--- src/ctc_pkg.sv ---
// Package of constants and types for the processor timer and clock comparator
// Function
// - Timer counts down elapsed time and requests an interruption when period ends.
// - Timer decrements while processor operates and while it waits.
// - Timer holds its value while processor is stopped.
// - Store-timer returns current timer contents without changing the count.
// - Set-timer loads the timer with the program's operand.
// - Initial processor reset clears the timer to zero.
// - Timer does not decrement while time-of-day clock is stopped or in error.
// - Comparator requests an interruption when time-of-day clock reaches comparison value.
// - Comparator request presented only with control bit 20 and external mask set.
// - Comparison register has the time-of-day clock's format for direct compare.
// - Comparator interruption belongs to the external interruption class.
// - Store-comparator returns comparison value; set-comparator loads a new one.
// - Initial processor reset clears the comparison value to zero.
// - Comparator idle, no request, while time-of-day clock stopped or in error.
// - Timer condition exists while negative; presented with control bit 21 and mask.
package ctc_pkg;
	// Register byte offsets
	localparam logic [4:0] OFS_CTRL = 5'h00;
	localparam logic [4:0] OFS_STATUS = 5'h04;
	localparam logic [4:0] OFS_MASK = 5'h08;
	localparam logic [4:0] OFS_STATE = 5'h0C;
	localparam logic [4:0] OFS_TMR_LO = 5'h10;
	localparam logic [4:0] OFS_TMR_HI = 5'h14;
	localparam logic [4:0] OFS_CMP_LO = 5'h18;
	localparam logic [4:0] OFS_CMP_HI = 5'h1C;
	// Control register fields
	localparam int CTRL_EXT_MASK = 0;
	localparam int CTRL_CMP_EN = 20;
	localparam int CTRL_TMR_EN = 21;
	localparam logic [31:0] CTRL_WMASK = 32'h0030_0001;
	localparam logic [31:0] CTRL_RST = 32'h0000_0000;
	// Event and state bit positions
	localparam int EV_TMR = 0;
	localparam int EV_CMP = 1;
	localparam int ST_RUN = 2;
	localparam int ST_TOD_OK = 3;
	localparam int EV_W = 2;
	localparam logic [EV_W-1:0] EV_RST = 2'h0;
	// Value widths and reset values
	localparam int VAL_W = 64;
	localparam logic [63:0] TMR_RST = 64'h0000_0000_0000_0000;
	localparam logic [63:0] CMP_RST = 64'h0000_0000_0000_0000;
	// Processor run state
	typedef enum logic [1:0] {
		CPU_OPERATING = 2'b00,
		CPU_WAITING = 2'b01,
		CPU_STOPPED = 2'b10,
		CPU_CHECKSTOP = 2'b11
	} ctc_cpu_t;
	// Time-of-day clock state
	typedef enum logic [1:0] {
		TOD_SET = 2'b00,
		TOD_NOT_SET = 2'b01,
		TOD_STOPPED = 2'b10,
		TOD_ERROR = 2'b11
	} ctc_tod_t;
	// Environment from processor core and time-of-day clock
	typedef struct packed {
		ctc_cpu_t cpu_state;
		ctc_tod_t tod_state;
		logic tod_step;
		logic init_reset;
	} ctc_env_t;
	// Presented external interruption requests
	typedef struct packed {
		logic ext_req;
		logic tmr_req;
		logic cmp_req;
	} ctc_ext_t;
endpackage

--- src/ctc_timer_cnt.sv ---
// Loadable down counter holding the processor timer value
`timescale 1ns/1ps
module ctc_timer_cnt #(
	parameter int W = 64
) (
	// Clock and reset
	input wire logic clock,
	input wire logic nrst,
	// Control
	input wire logic clr,
	input wire logic load,
	input wire logic [W-1:0] load_val,
	input wire logic dec,
	// Value
	output logic [W-1:0] value
);
	logic [W-1:0] cnt_r;
	logic [W-1:0] cnt_nxt;

	////////////////////////////////////////////////////////////////////////////
	// Clear beats load, load beats a decrement in the same cycle
	assign cnt_nxt = clr ? ctc_pkg::TMR_RST[W-1:0] :
		load ? load_val :
		dec ? cnt_r - {{(W-1){1'b0}}, 1'b1} :
		cnt_r;

	always_ff @(posedge clock) begin
		if (!nrst) begin
			cnt_r <= ctc_pkg::TMR_RST[W-1:0];
		end else begin
			cnt_r <= cnt_nxt;
		end
	end

	assign value = cnt_r;
endmodule

--- src/ctc_top.sv ---
// Processor timer and clock comparator with Avalon-MM register access
`timescale 1ns/1ps
module ctc_top (
	// Clock and reset
	input wire logic clock,
	input wire logic nrst,
	// Avalon-MM slave
	input wire logic [4:0] avs_address,
	input wire logic avs_read,
	input wire logic avs_write,
	input wire logic [31:0] avs_writedata,
	input wire logic [3:0] avs_byteenable,
	output logic [31:0] avs_readdata,
	output logic avs_waitrequest,
	// Processor core and time-of-day clock
	input wire ctc_pkg::ctc_env_t env,
	input wire logic [63:0] tod_value,
	// Interruption outputs
	output ctc_pkg::ctc_ext_t ext_int,
	output logic irq
);
	////////////////////////////////////////////////////////////////////////////
	// Helpers

	// Merge write data into a word under the byte enables
	function automatic logic [31:0] be_merge(input logic [31:0] old, input logic [31:0] nw,
		input logic [3:0] be);
		logic [31:0] res;
		res = old;
		for (int i = 0; i < 4; i++) begin
			if (be[i]) begin
				res[i*8 +: 8] = nw[i*8 +: 8];
			end
		end
		return res;
	endfunction

	////////////////////////////////////////////////////////////////////////////
	// Declarations
	logic ack_r;
	logic [31:0] rdata_r;
	logic [31:0] ctrl_r;
	logic [31:0] ctrl_nxt;
	logic [ctc_pkg::EV_W-1:0] status_r;
	logic [ctc_pkg::EV_W-1:0] status_nxt;
	logic [ctc_pkg::EV_W-1:0] mask_r;
	logic [ctc_pkg::EV_W-1:0] mask_nxt;
	logic [31:0] tmr_hi_stage_r;
	logic [31:0] tmr_hi_snap_r;
	logic [31:0] cmp_hi_stage_r;
	logic [63:0] cmp_r;
	logic [63:0] cmp_nxt;
	logic [63:0] tmr_val;
	logic tmr_neg_r;
	logic cmp_cond_r;
	ctc_pkg::ctc_ext_t ext_r;
	ctc_pkg::ctc_ext_t ext_nxt;

	////////////////////////////////////////////////////////////////////////////
	// Bus handshake: every access takes exactly one wait cycle
	wire req = avs_read | avs_write;
	wire acc = req & ack_r;
	wire rd_first = avs_read & ~ack_r;
	wire wr_acc = avs_write & ack_r;
	assign avs_waitrequest = req & ~ack_r;
	assign avs_readdata = rdata_r;

	always_ff @(posedge clock) begin
		if (!nrst) begin
			ack_r <= 1'b0;
		end else begin
			ack_r <= req & ~ack_r;
		end
	end

	////////////////////////////////////////////////////////////////////////////
	// Address decode
	wire sel_ctrl = avs_address == ctc_pkg::OFS_CTRL;
	wire sel_status = avs_address == ctc_pkg::OFS_STATUS;
	wire sel_mask = avs_address == ctc_pkg::OFS_MASK;
	wire sel_state = avs_address == ctc_pkg::OFS_STATE;
	wire sel_tlo = avs_address == ctc_pkg::OFS_TMR_LO;
	wire sel_thi = avs_address == ctc_pkg::OFS_TMR_HI;
	wire sel_clo = avs_address == ctc_pkg::OFS_CMP_LO;
	wire sel_chi = avs_address == ctc_pkg::OFS_CMP_HI;

	////////////////////////////////////////////////////////////////////////////
	// Run conditions
	wire tod_ok = (env.tod_state == ctc_pkg::TOD_SET) |
		(env.tod_state == ctc_pkg::TOD_NOT_SET);
	wire cpu_runs = (env.cpu_state == ctc_pkg::CPU_OPERATING) |
		(env.cpu_state == ctc_pkg::CPU_WAITING);
	wire tmr_dec = env.tod_step & cpu_runs & tod_ok;
	wire ext_mask = ctrl_r[ctc_pkg::CTRL_EXT_MASK];
	wire tmr_en = ctrl_r[ctc_pkg::CTRL_TMR_EN];
	wire cmp_en = ctrl_r[ctc_pkg::CTRL_CMP_EN];

	////////////////////////////////////////////////////////////////////////////
	// Processor timer
	// A low-word write commits the staged high word, so the 64-bit load is atomic
	wire tmr_load = wr_acc & sel_tlo;
	wire [31:0] tmr_lo_new = be_merge(tmr_val[31:0], avs_writedata, avs_byteenable);

	ctc_timer_cnt #(
		.W(ctc_pkg::VAL_W)
	) u_cnt (
		.clock(clock),
		.nrst(nrst),
		.clr(env.init_reset),
		.load(tmr_load),
		.load_val({tmr_hi_stage_r, tmr_lo_new}),
		.dec(tmr_dec),
		.value(tmr_val)
	);

	// High-word staging for set, snapshot for store
	always_ff @(posedge clock) begin
		if (!nrst) begin
			tmr_hi_stage_r <= ctc_pkg::TMR_RST[63:32];
		end else if (wr_acc & sel_thi) begin
			tmr_hi_stage_r <= be_merge(tmr_hi_stage_r, avs_writedata, avs_byteenable);
		end
	end

	// Reading the low word freezes the high word so the pair is coherent
	always_ff @(posedge clock) begin
		if (!nrst) begin
			tmr_hi_snap_r <= ctc_pkg::TMR_RST[63:32];
		end else if (rd_first & sel_tlo) begin
			tmr_hi_snap_r <= tmr_val[63:32];
		end
	end

	////////////////////////////////////////////////////////////////////////////
	// Clock comparator, same layout as the time-of-day clock value
	wire [31:0] cmp_lo_new = be_merge(cmp_r[31:0], avs_writedata, avs_byteenable);
	assign cmp_nxt = env.init_reset ? ctc_pkg::CMP_RST :
		(wr_acc & sel_clo) ? {cmp_hi_stage_r, cmp_lo_new} :
		cmp_r;

	always_ff @(posedge clock) begin
		if (!nrst) begin
			cmp_r <= ctc_pkg::CMP_RST;
		end else begin
			cmp_r <= cmp_nxt;
		end
	end

	always_ff @(posedge clock) begin
		if (!nrst) begin
			cmp_hi_stage_r <= ctc_pkg::CMP_RST[63:32];
		end else if (wr_acc & sel_chi) begin
			cmp_hi_stage_r <= be_merge(cmp_hi_stage_r, avs_writedata, avs_byteenable);
		end
	end

	////////////////////////////////////////////////////////////////////////////
	// Interruption conditions, registered one cycle after their cause
	// A stopped or failed time-of-day clock kills the comparator condition outright
	wire tmr_cond = tmr_val[63];
	wire cmp_cond = tod_ok & (tod_value >= cmp_r);

	always_ff @(posedge clock) begin
		if (!nrst) begin
			tmr_neg_r <= 1'b0;
			cmp_cond_r <= 1'b0;
		end else begin
			tmr_neg_r <= tmr_cond;
			cmp_cond_r <= cmp_cond;
		end
	end

	////////////////////////////////////////////////////////////////////////////
	// Presentation: conditions stay pending and show once both enables are set
	assign ext_nxt.tmr_req = tmr_neg_r & tmr_en & ext_mask;
	assign ext_nxt.cmp_req = cmp_cond_r & cmp_en & ext_mask;
	assign ext_nxt.ext_req = ext_nxt.tmr_req | ext_nxt.cmp_req;

	always_ff @(posedge clock) begin
		if (!nrst) begin
			ext_r <= '0;
		end else begin
			ext_r <= ext_nxt;
		end
	end

	assign ext_int = ext_r;

	////////////////////////////////////////////////////////////////////////////
	// Control and mask registers
	assign ctrl_nxt = (wr_acc & sel_ctrl) ?
		(be_merge(ctrl_r, avs_writedata, avs_byteenable) & ctc_pkg::CTRL_WMASK) : ctrl_r;
	wire [31:0] mask_word = be_merge({{(32-ctc_pkg::EV_W){1'b0}}, mask_r}, avs_writedata,
		avs_byteenable);
	assign mask_nxt = (wr_acc & sel_mask) ? mask_word[ctc_pkg::EV_W-1:0] : mask_r;

	always_ff @(posedge clock) begin
		if (!nrst) begin
			ctrl_r <= ctc_pkg::CTRL_RST;
			mask_r <= ctc_pkg::EV_RST;
		end else begin
			ctrl_r <= ctrl_nxt;
			mask_r <= mask_nxt;
		end
	end

	////////////////////////////////////////////////////////////////////////////
	// Sticky status: set on a rising condition, cleared by writing one
	// A new event in the clearing cycle survives, since set is applied last
	wire [ctc_pkg::EV_W-1:0] ev_rise = {cmp_cond & ~cmp_cond_r, tmr_cond & ~tmr_neg_r};
	wire [ctc_pkg::EV_W-1:0] w1c = (wr_acc & sel_status & avs_byteenable[0]) ?
		avs_writedata[ctc_pkg::EV_W-1:0] : {ctc_pkg::EV_W{1'b0}};
	assign status_nxt = (status_r & ~w1c) | ev_rise;

	always_ff @(posedge clock) begin
		if (!nrst) begin
			status_r <= ctc_pkg::EV_RST;
		end else begin
			status_r <= status_nxt;
		end
	end

	// Level interrupt while any unmasked status bit is set
	always_ff @(posedge clock) begin
		if (!nrst) begin
			irq <= 1'b0;
		end else begin
			irq <= |(status_nxt & mask_nxt);
		end
	end

	////////////////////////////////////////////////////////////////////////////
	// Read path, captured at the first cycle of a read
	wire [31:0] state_word = {28'h000_0000, tod_ok, cpu_runs, cmp_cond_r, tmr_neg_r};
	wire [31:0] rmux = sel_ctrl ? ctrl_r :
		sel_status ? {{(32-ctc_pkg::EV_W){1'b0}}, status_r} :
		sel_mask ? {{(32-ctc_pkg::EV_W){1'b0}}, mask_r} :
		sel_state ? state_word :
		sel_tlo ? tmr_val[31:0] :
		sel_thi ? tmr_hi_snap_r :
		sel_clo ? cmp_r[31:0] :
		sel_chi ? cmp_r[63:32] :
		32'h0000_0000;

	always_ff @(posedge clock) begin
		if (!nrst) begin
			rdata_r <= 32'h0000_0000;
		end else if (rd_first) begin
			rdata_r <= rmux;
		end
	end

	// Unused request qualifier kept for symmetry with the write path
	wire unused_acc = acc;
endmodule

--- config.mk ---
export PLATFORM = sky130hd
export DESIGN_NAME = ctc_top
export DESIGN_NICKNAME = d
export VERILOG_FILES = /design/src/ctc_pkg.sv /design/src/ctc_timer_cnt.sv /design/src/ctc_top.sv
export SDC_FILE = /design/constraint.sdc
export NUM_CORES = 1
export LEC_CHECK = 0
export CAP_MARGIN = 40
export CELL_PAD_IN_SITES_DETAIL_PLACEMENT = 0
export CELL_PAD_IN_SITES_GLOBAL_PLACEMENT = 2
export CORE_MARGIN = 3
export CORE_UTILIZATION = 41
export DETAILED_ROUTE_END_ITERATION = 10
export DONT_BUFFER_PORTS = 1
export GPL_TIMING_DRIVEN = 0
export PLACE_DENSITY = 0.9
export SLEW_MARGIN = 20
export SYNTH_ARGS = -nofsm -noshare
export SYNTH_HDL_FRONTEND = slang
export SYNTH_SLANG_ARGS = --single-unit
--- constraint.sdc ---
create_clock -name clock -period 4.9 [get_ports clock]
set_input_delay 0.49 -clock clock [delete_from_list [all_inputs] [get_ports clock]]
set_output_delay 0.49 -clock clock [all_outputs]
set_load 0.03 [all_outputs]
==> impl_metrics.env <==
export IMPL_synth_seq_cells=270
export IMPL_endpoint_kind="flip-flop"
export IMPL_die_w_um=188
export IMPL_powerDensity_mw_per_mm2=338
export IMPL_wl_per_cell_um=23.1
export IMPL_place_area_sq_mm=0.0142
export IMPL_setup_viol=0
export IMPL_synth_edf_count=0
export IMPL_status="completed"
export IMPL_antenna_found_initial=2
export IMPL_vias=12694
export IMPL_path_class="reg2reg"
export IMPL_finalHoldViolCount=0
export IMPL_synthesis_nets=1869
export IMPL_r2r_end="u_cnt.value[60]$_SDFFE_PP0P_"
export IMPL_p_int_uw=3820
export IMPL_p_clk_share_pct=47.1
export IMPL_yosysWarnings=0
export IMPL_post_cts_buffers=0
export IMPL_cts_buffers=30
export IMPL_rsz0062_at_grt="no"
export IMPL_design_area_sq_mm=0.0153
export IMPL_htree_levels=1
export IMPL_cts_root_buf="clkbuf_16"
export IMPL_ios=152
export IMPL_dp_hpwl_um=39600
export IMPL_finalPower_uw=5160
export IMPL_yosys_cell_types_count=71
export IMPL_r2r_setup_slack_ps=1740
export IMPL_whs_endpoint="tmr_hi_stage_r[21]$_SDFFE_PN0P_"
export IMPL_hold_path_class="in2reg"
export IMPL_drive_above_1_share_pct=6.57
export IMPL_grt_pass1_vias=11975
export IMPL_syn_inst=1689
export IMPL_critPathLaunchType="flip-flop"
export IMPL_p_comb_share_pct=8.5
export IMPL_p_leak_uw=0.00529
export IMPL_cts_tree="yes"
export IMPL_insertion_delay_ps=570
export IMPL_overflow=0
export IMPL_grt_pass1_wl_um=75100
export IMPL_tns_ps=0
export IMPL_irDropWorstVdd_uv=255
export IMPL_slew_headroom_pct=40.2
export IMPL_mostFrequentLayoutCells="nand2_1 (384), dfxtp_1 (270), a21oi_1 (124)"
export IMPL_routed_wl_um=50600
export IMPL_switching_share_pct=25.9
export IMPL_cts_max_path_buffers=3
export IMPL_synth_ff_type="dfxtp_1"
export IMPL_grt_util_met1_pct=39.2
export IMPL_io_buffers=0
export IMPL_cp_max_fo=10
export IMPL_clkTransAtPathRegs_ps=60
export IMPL_pwr_share_seq_pct=44.4
export IMPL_switchingPower_uw=1340
export IMPL_die_h_um=188
export IMPL_dieArea_sq_mm=0.0354
export IMPL_n_antenna_cell=0
export IMPL_core_area_sq_mm=0.0326
export IMPL_mostFrequentLayoutCell="nand2_1"
export IMPL_slew_violations=0
export IMPL_viasPerCell=5.79
export IMPL_num_rows=66
export IMPL_post_synth_instance_area_sq_mm=0.0136
export IMPL_hold_start="avs_writedata[21]"
export IMPL_synthArstFlopShare_pct=0
export IMPL_nets=1906
export IMPL_hold_depth=2
export IMPL_period_share_pct=64.5
export IMPL_dr_first_iter_drc_count=1496
export IMPL_ctsHoldBuffers=0
export IMPL_seq_area_frac_synth_pct=39.7
export IMPL_start_util_pct=41.7
export IMPL_grt_util_met3_pct=5.64
export IMPL_top_usage_layer="met2"
export IMPL_grtUsageMet2_pct=43.1
export IMPL_route_detailed_drc=0
export IMPL_maxCapViolations=0
export IMPL_drtPass1Iterations=7
export IMPL_r2r_start="u_cnt.value[1]$_SDFFE_PP0P_"
export IMPL_worst_pin_slew_ps=894
export IMPL_synth_avg_cell_area_sq_um=8.06
export IMPL_ant_nets=0
export IMPL_cp_data_arrival_time_ps=3600
export IMPL_r2r_cells=10
export IMPL_crit_required_ps=5340
export IMPL_place_gp_congestion=0.925
export IMPL_grt_max_degree=15
export IMPL_min_period_ps=3160
export IMPL_hold_worst_slack_ps=52.4
export IMPL_cts_resized_gates=0
export IMPL_syn2layout_area_growth_pct=12.2
export IMPL_grt_usage_pct=27.5
export IMPL_cts_sinks=270
export IMPL_fmax_ghz=0.316
export IMPL_setup_worst_path_start="u_cnt.value[1]$_SDFFE_PP0P_"
export IMPL_clock_skew_ps=7.23
==> metal layers <==
metal	up-vias	routed length, um	share of wire (%)
met3	80	5190	10
met2	547	21900	43
met4	2	1110	2.2
met1	6036	22400	44
li1	6029	-	-
met5	-	9	0.018
==> power by group through the flow <==
| stage | clock (uW) | combinational (uW) | sequential (uW) |
|---|---|---|---|
| floorplan | 0 | 314 | 2320 |
| global placement | 0 | 425 | 2340 |
| detailed placement | 0 | 433 | 2340 |
| CTS | 2440 | 435 | 2290 |
| global route | 2520 | 484 | 2290 |
| finish | 2430 | 439 | 2290 |
==> cell usage after synthesis (all sizes together) (4+ instances only) <==
library cell	instances	area (sq um)
nor3b	4	30.0
a21o	4	30.0
nor2	81	304
and2	12	75.1
nor4	23	205
ha	65	813
nand2b	5	31.3
nor3	25	148
xor2	15	131
or2	7	43.8
a222oi	28	280
or4	8	67.6
and4	5	43.8
a211oi	12	95.1
dfxtp	270	5410
clkbuf	88	330
and3	9	56.3
nand3	71	355
a21boi	89	668
mux2i	20	200
inv	72	270
nor2b	18	113
nand2	384	1440
nand3b	5	37.5
nand4	10	62.6
a21oi	124	621
a311oi	5	43.8
buf	12	58.8
mux2	25	282
o21ai	83	415
a221oi	8	70.1
o211a	22	220
a31oi	9	56.3
or3	10	62.6
xnor2	17	149
o21a	4	30.0
==> how the worst max path moves through the flow <==
stage | endpoint
global placement | u_cnt.value[40]$_SDFFE_PP0P_
detailed placement | u_cnt.value[57]$_SDFFE_PP0P_
global route | u_cnt.value[60]$_SDFFE_PP0P_
CTS | u_cnt.value[60]$_SDFFE_PP0P_
finish | u_cnt.value[60]$_SDFFE_PP0P_
floorplan | u_cnt.value[60]$_SDFFE_PP0P_
==> worst max-delay path, stage by stage (launching register included) <==
cell and delay, ps:
dfxtp_1 390, inv_1 90, ha_1 150, nor3b_1 730
nand4b_1 280, or4_4 530, buf_6 190, nor3_4 320
nand3b_1 130, xor2_1 160, o21ai_1 70
==> registers in the layout (all words and copies together) (netlist names) <==
signal,cells
ack_r,1
avs_readdata,32
cmp_cond_r,1
cmp_hi_stage_r,32
cmp_r,64
ctrl_r,3
ext_int,3
irq,1
mask_r,2
status_r,2
tmr_hi_snap_r,32
tmr_hi_stage_r,32
tmr_neg_r,1
u_cnt.value,64
==> cell type report <==
cell class | count | area [sq um]
buffer | 100 | 389
fill | 3300 | 17300
sequential | 270 | 5410
timing repair buffer | 5 | 36.3
tap | 442 | 553
inverter | 72 | 270
clock buffer | 38 | 852
multi-input combinational | 1247 | 7560
clock inverter | 18 | 204
==> cells by family after synthesis <==
| group | after synthesis | synth area share, % |
|---|---|---|
| buffers and inverters | 172 | 4.85 |
| adders and majority gates | 65 | 5.98 |
| AOI/OAI and AO/OA | 420 | 20.6 |
| xor gates and xnor gates | 32 | 2.06 |
| muxes | 45 | 3.54 |
| and+or+nand+nor | 685 | 23.3 |
| DFF | 270 | 39.7 |
==> through the flow <==
stage          std cells  setup WS (ps)  utilization, %
5_1_grt             2192           1570            46.8
2_1_floorplan       1689           2360               -
3_5_place_dp        2135           1530            43.6
3_3_place_gp        2131            934            43.4
4_1_cts             2191           1730            46.8
6_report            2192           1740            46.8
Note: power is estimated with default switching activity, not from simulation.
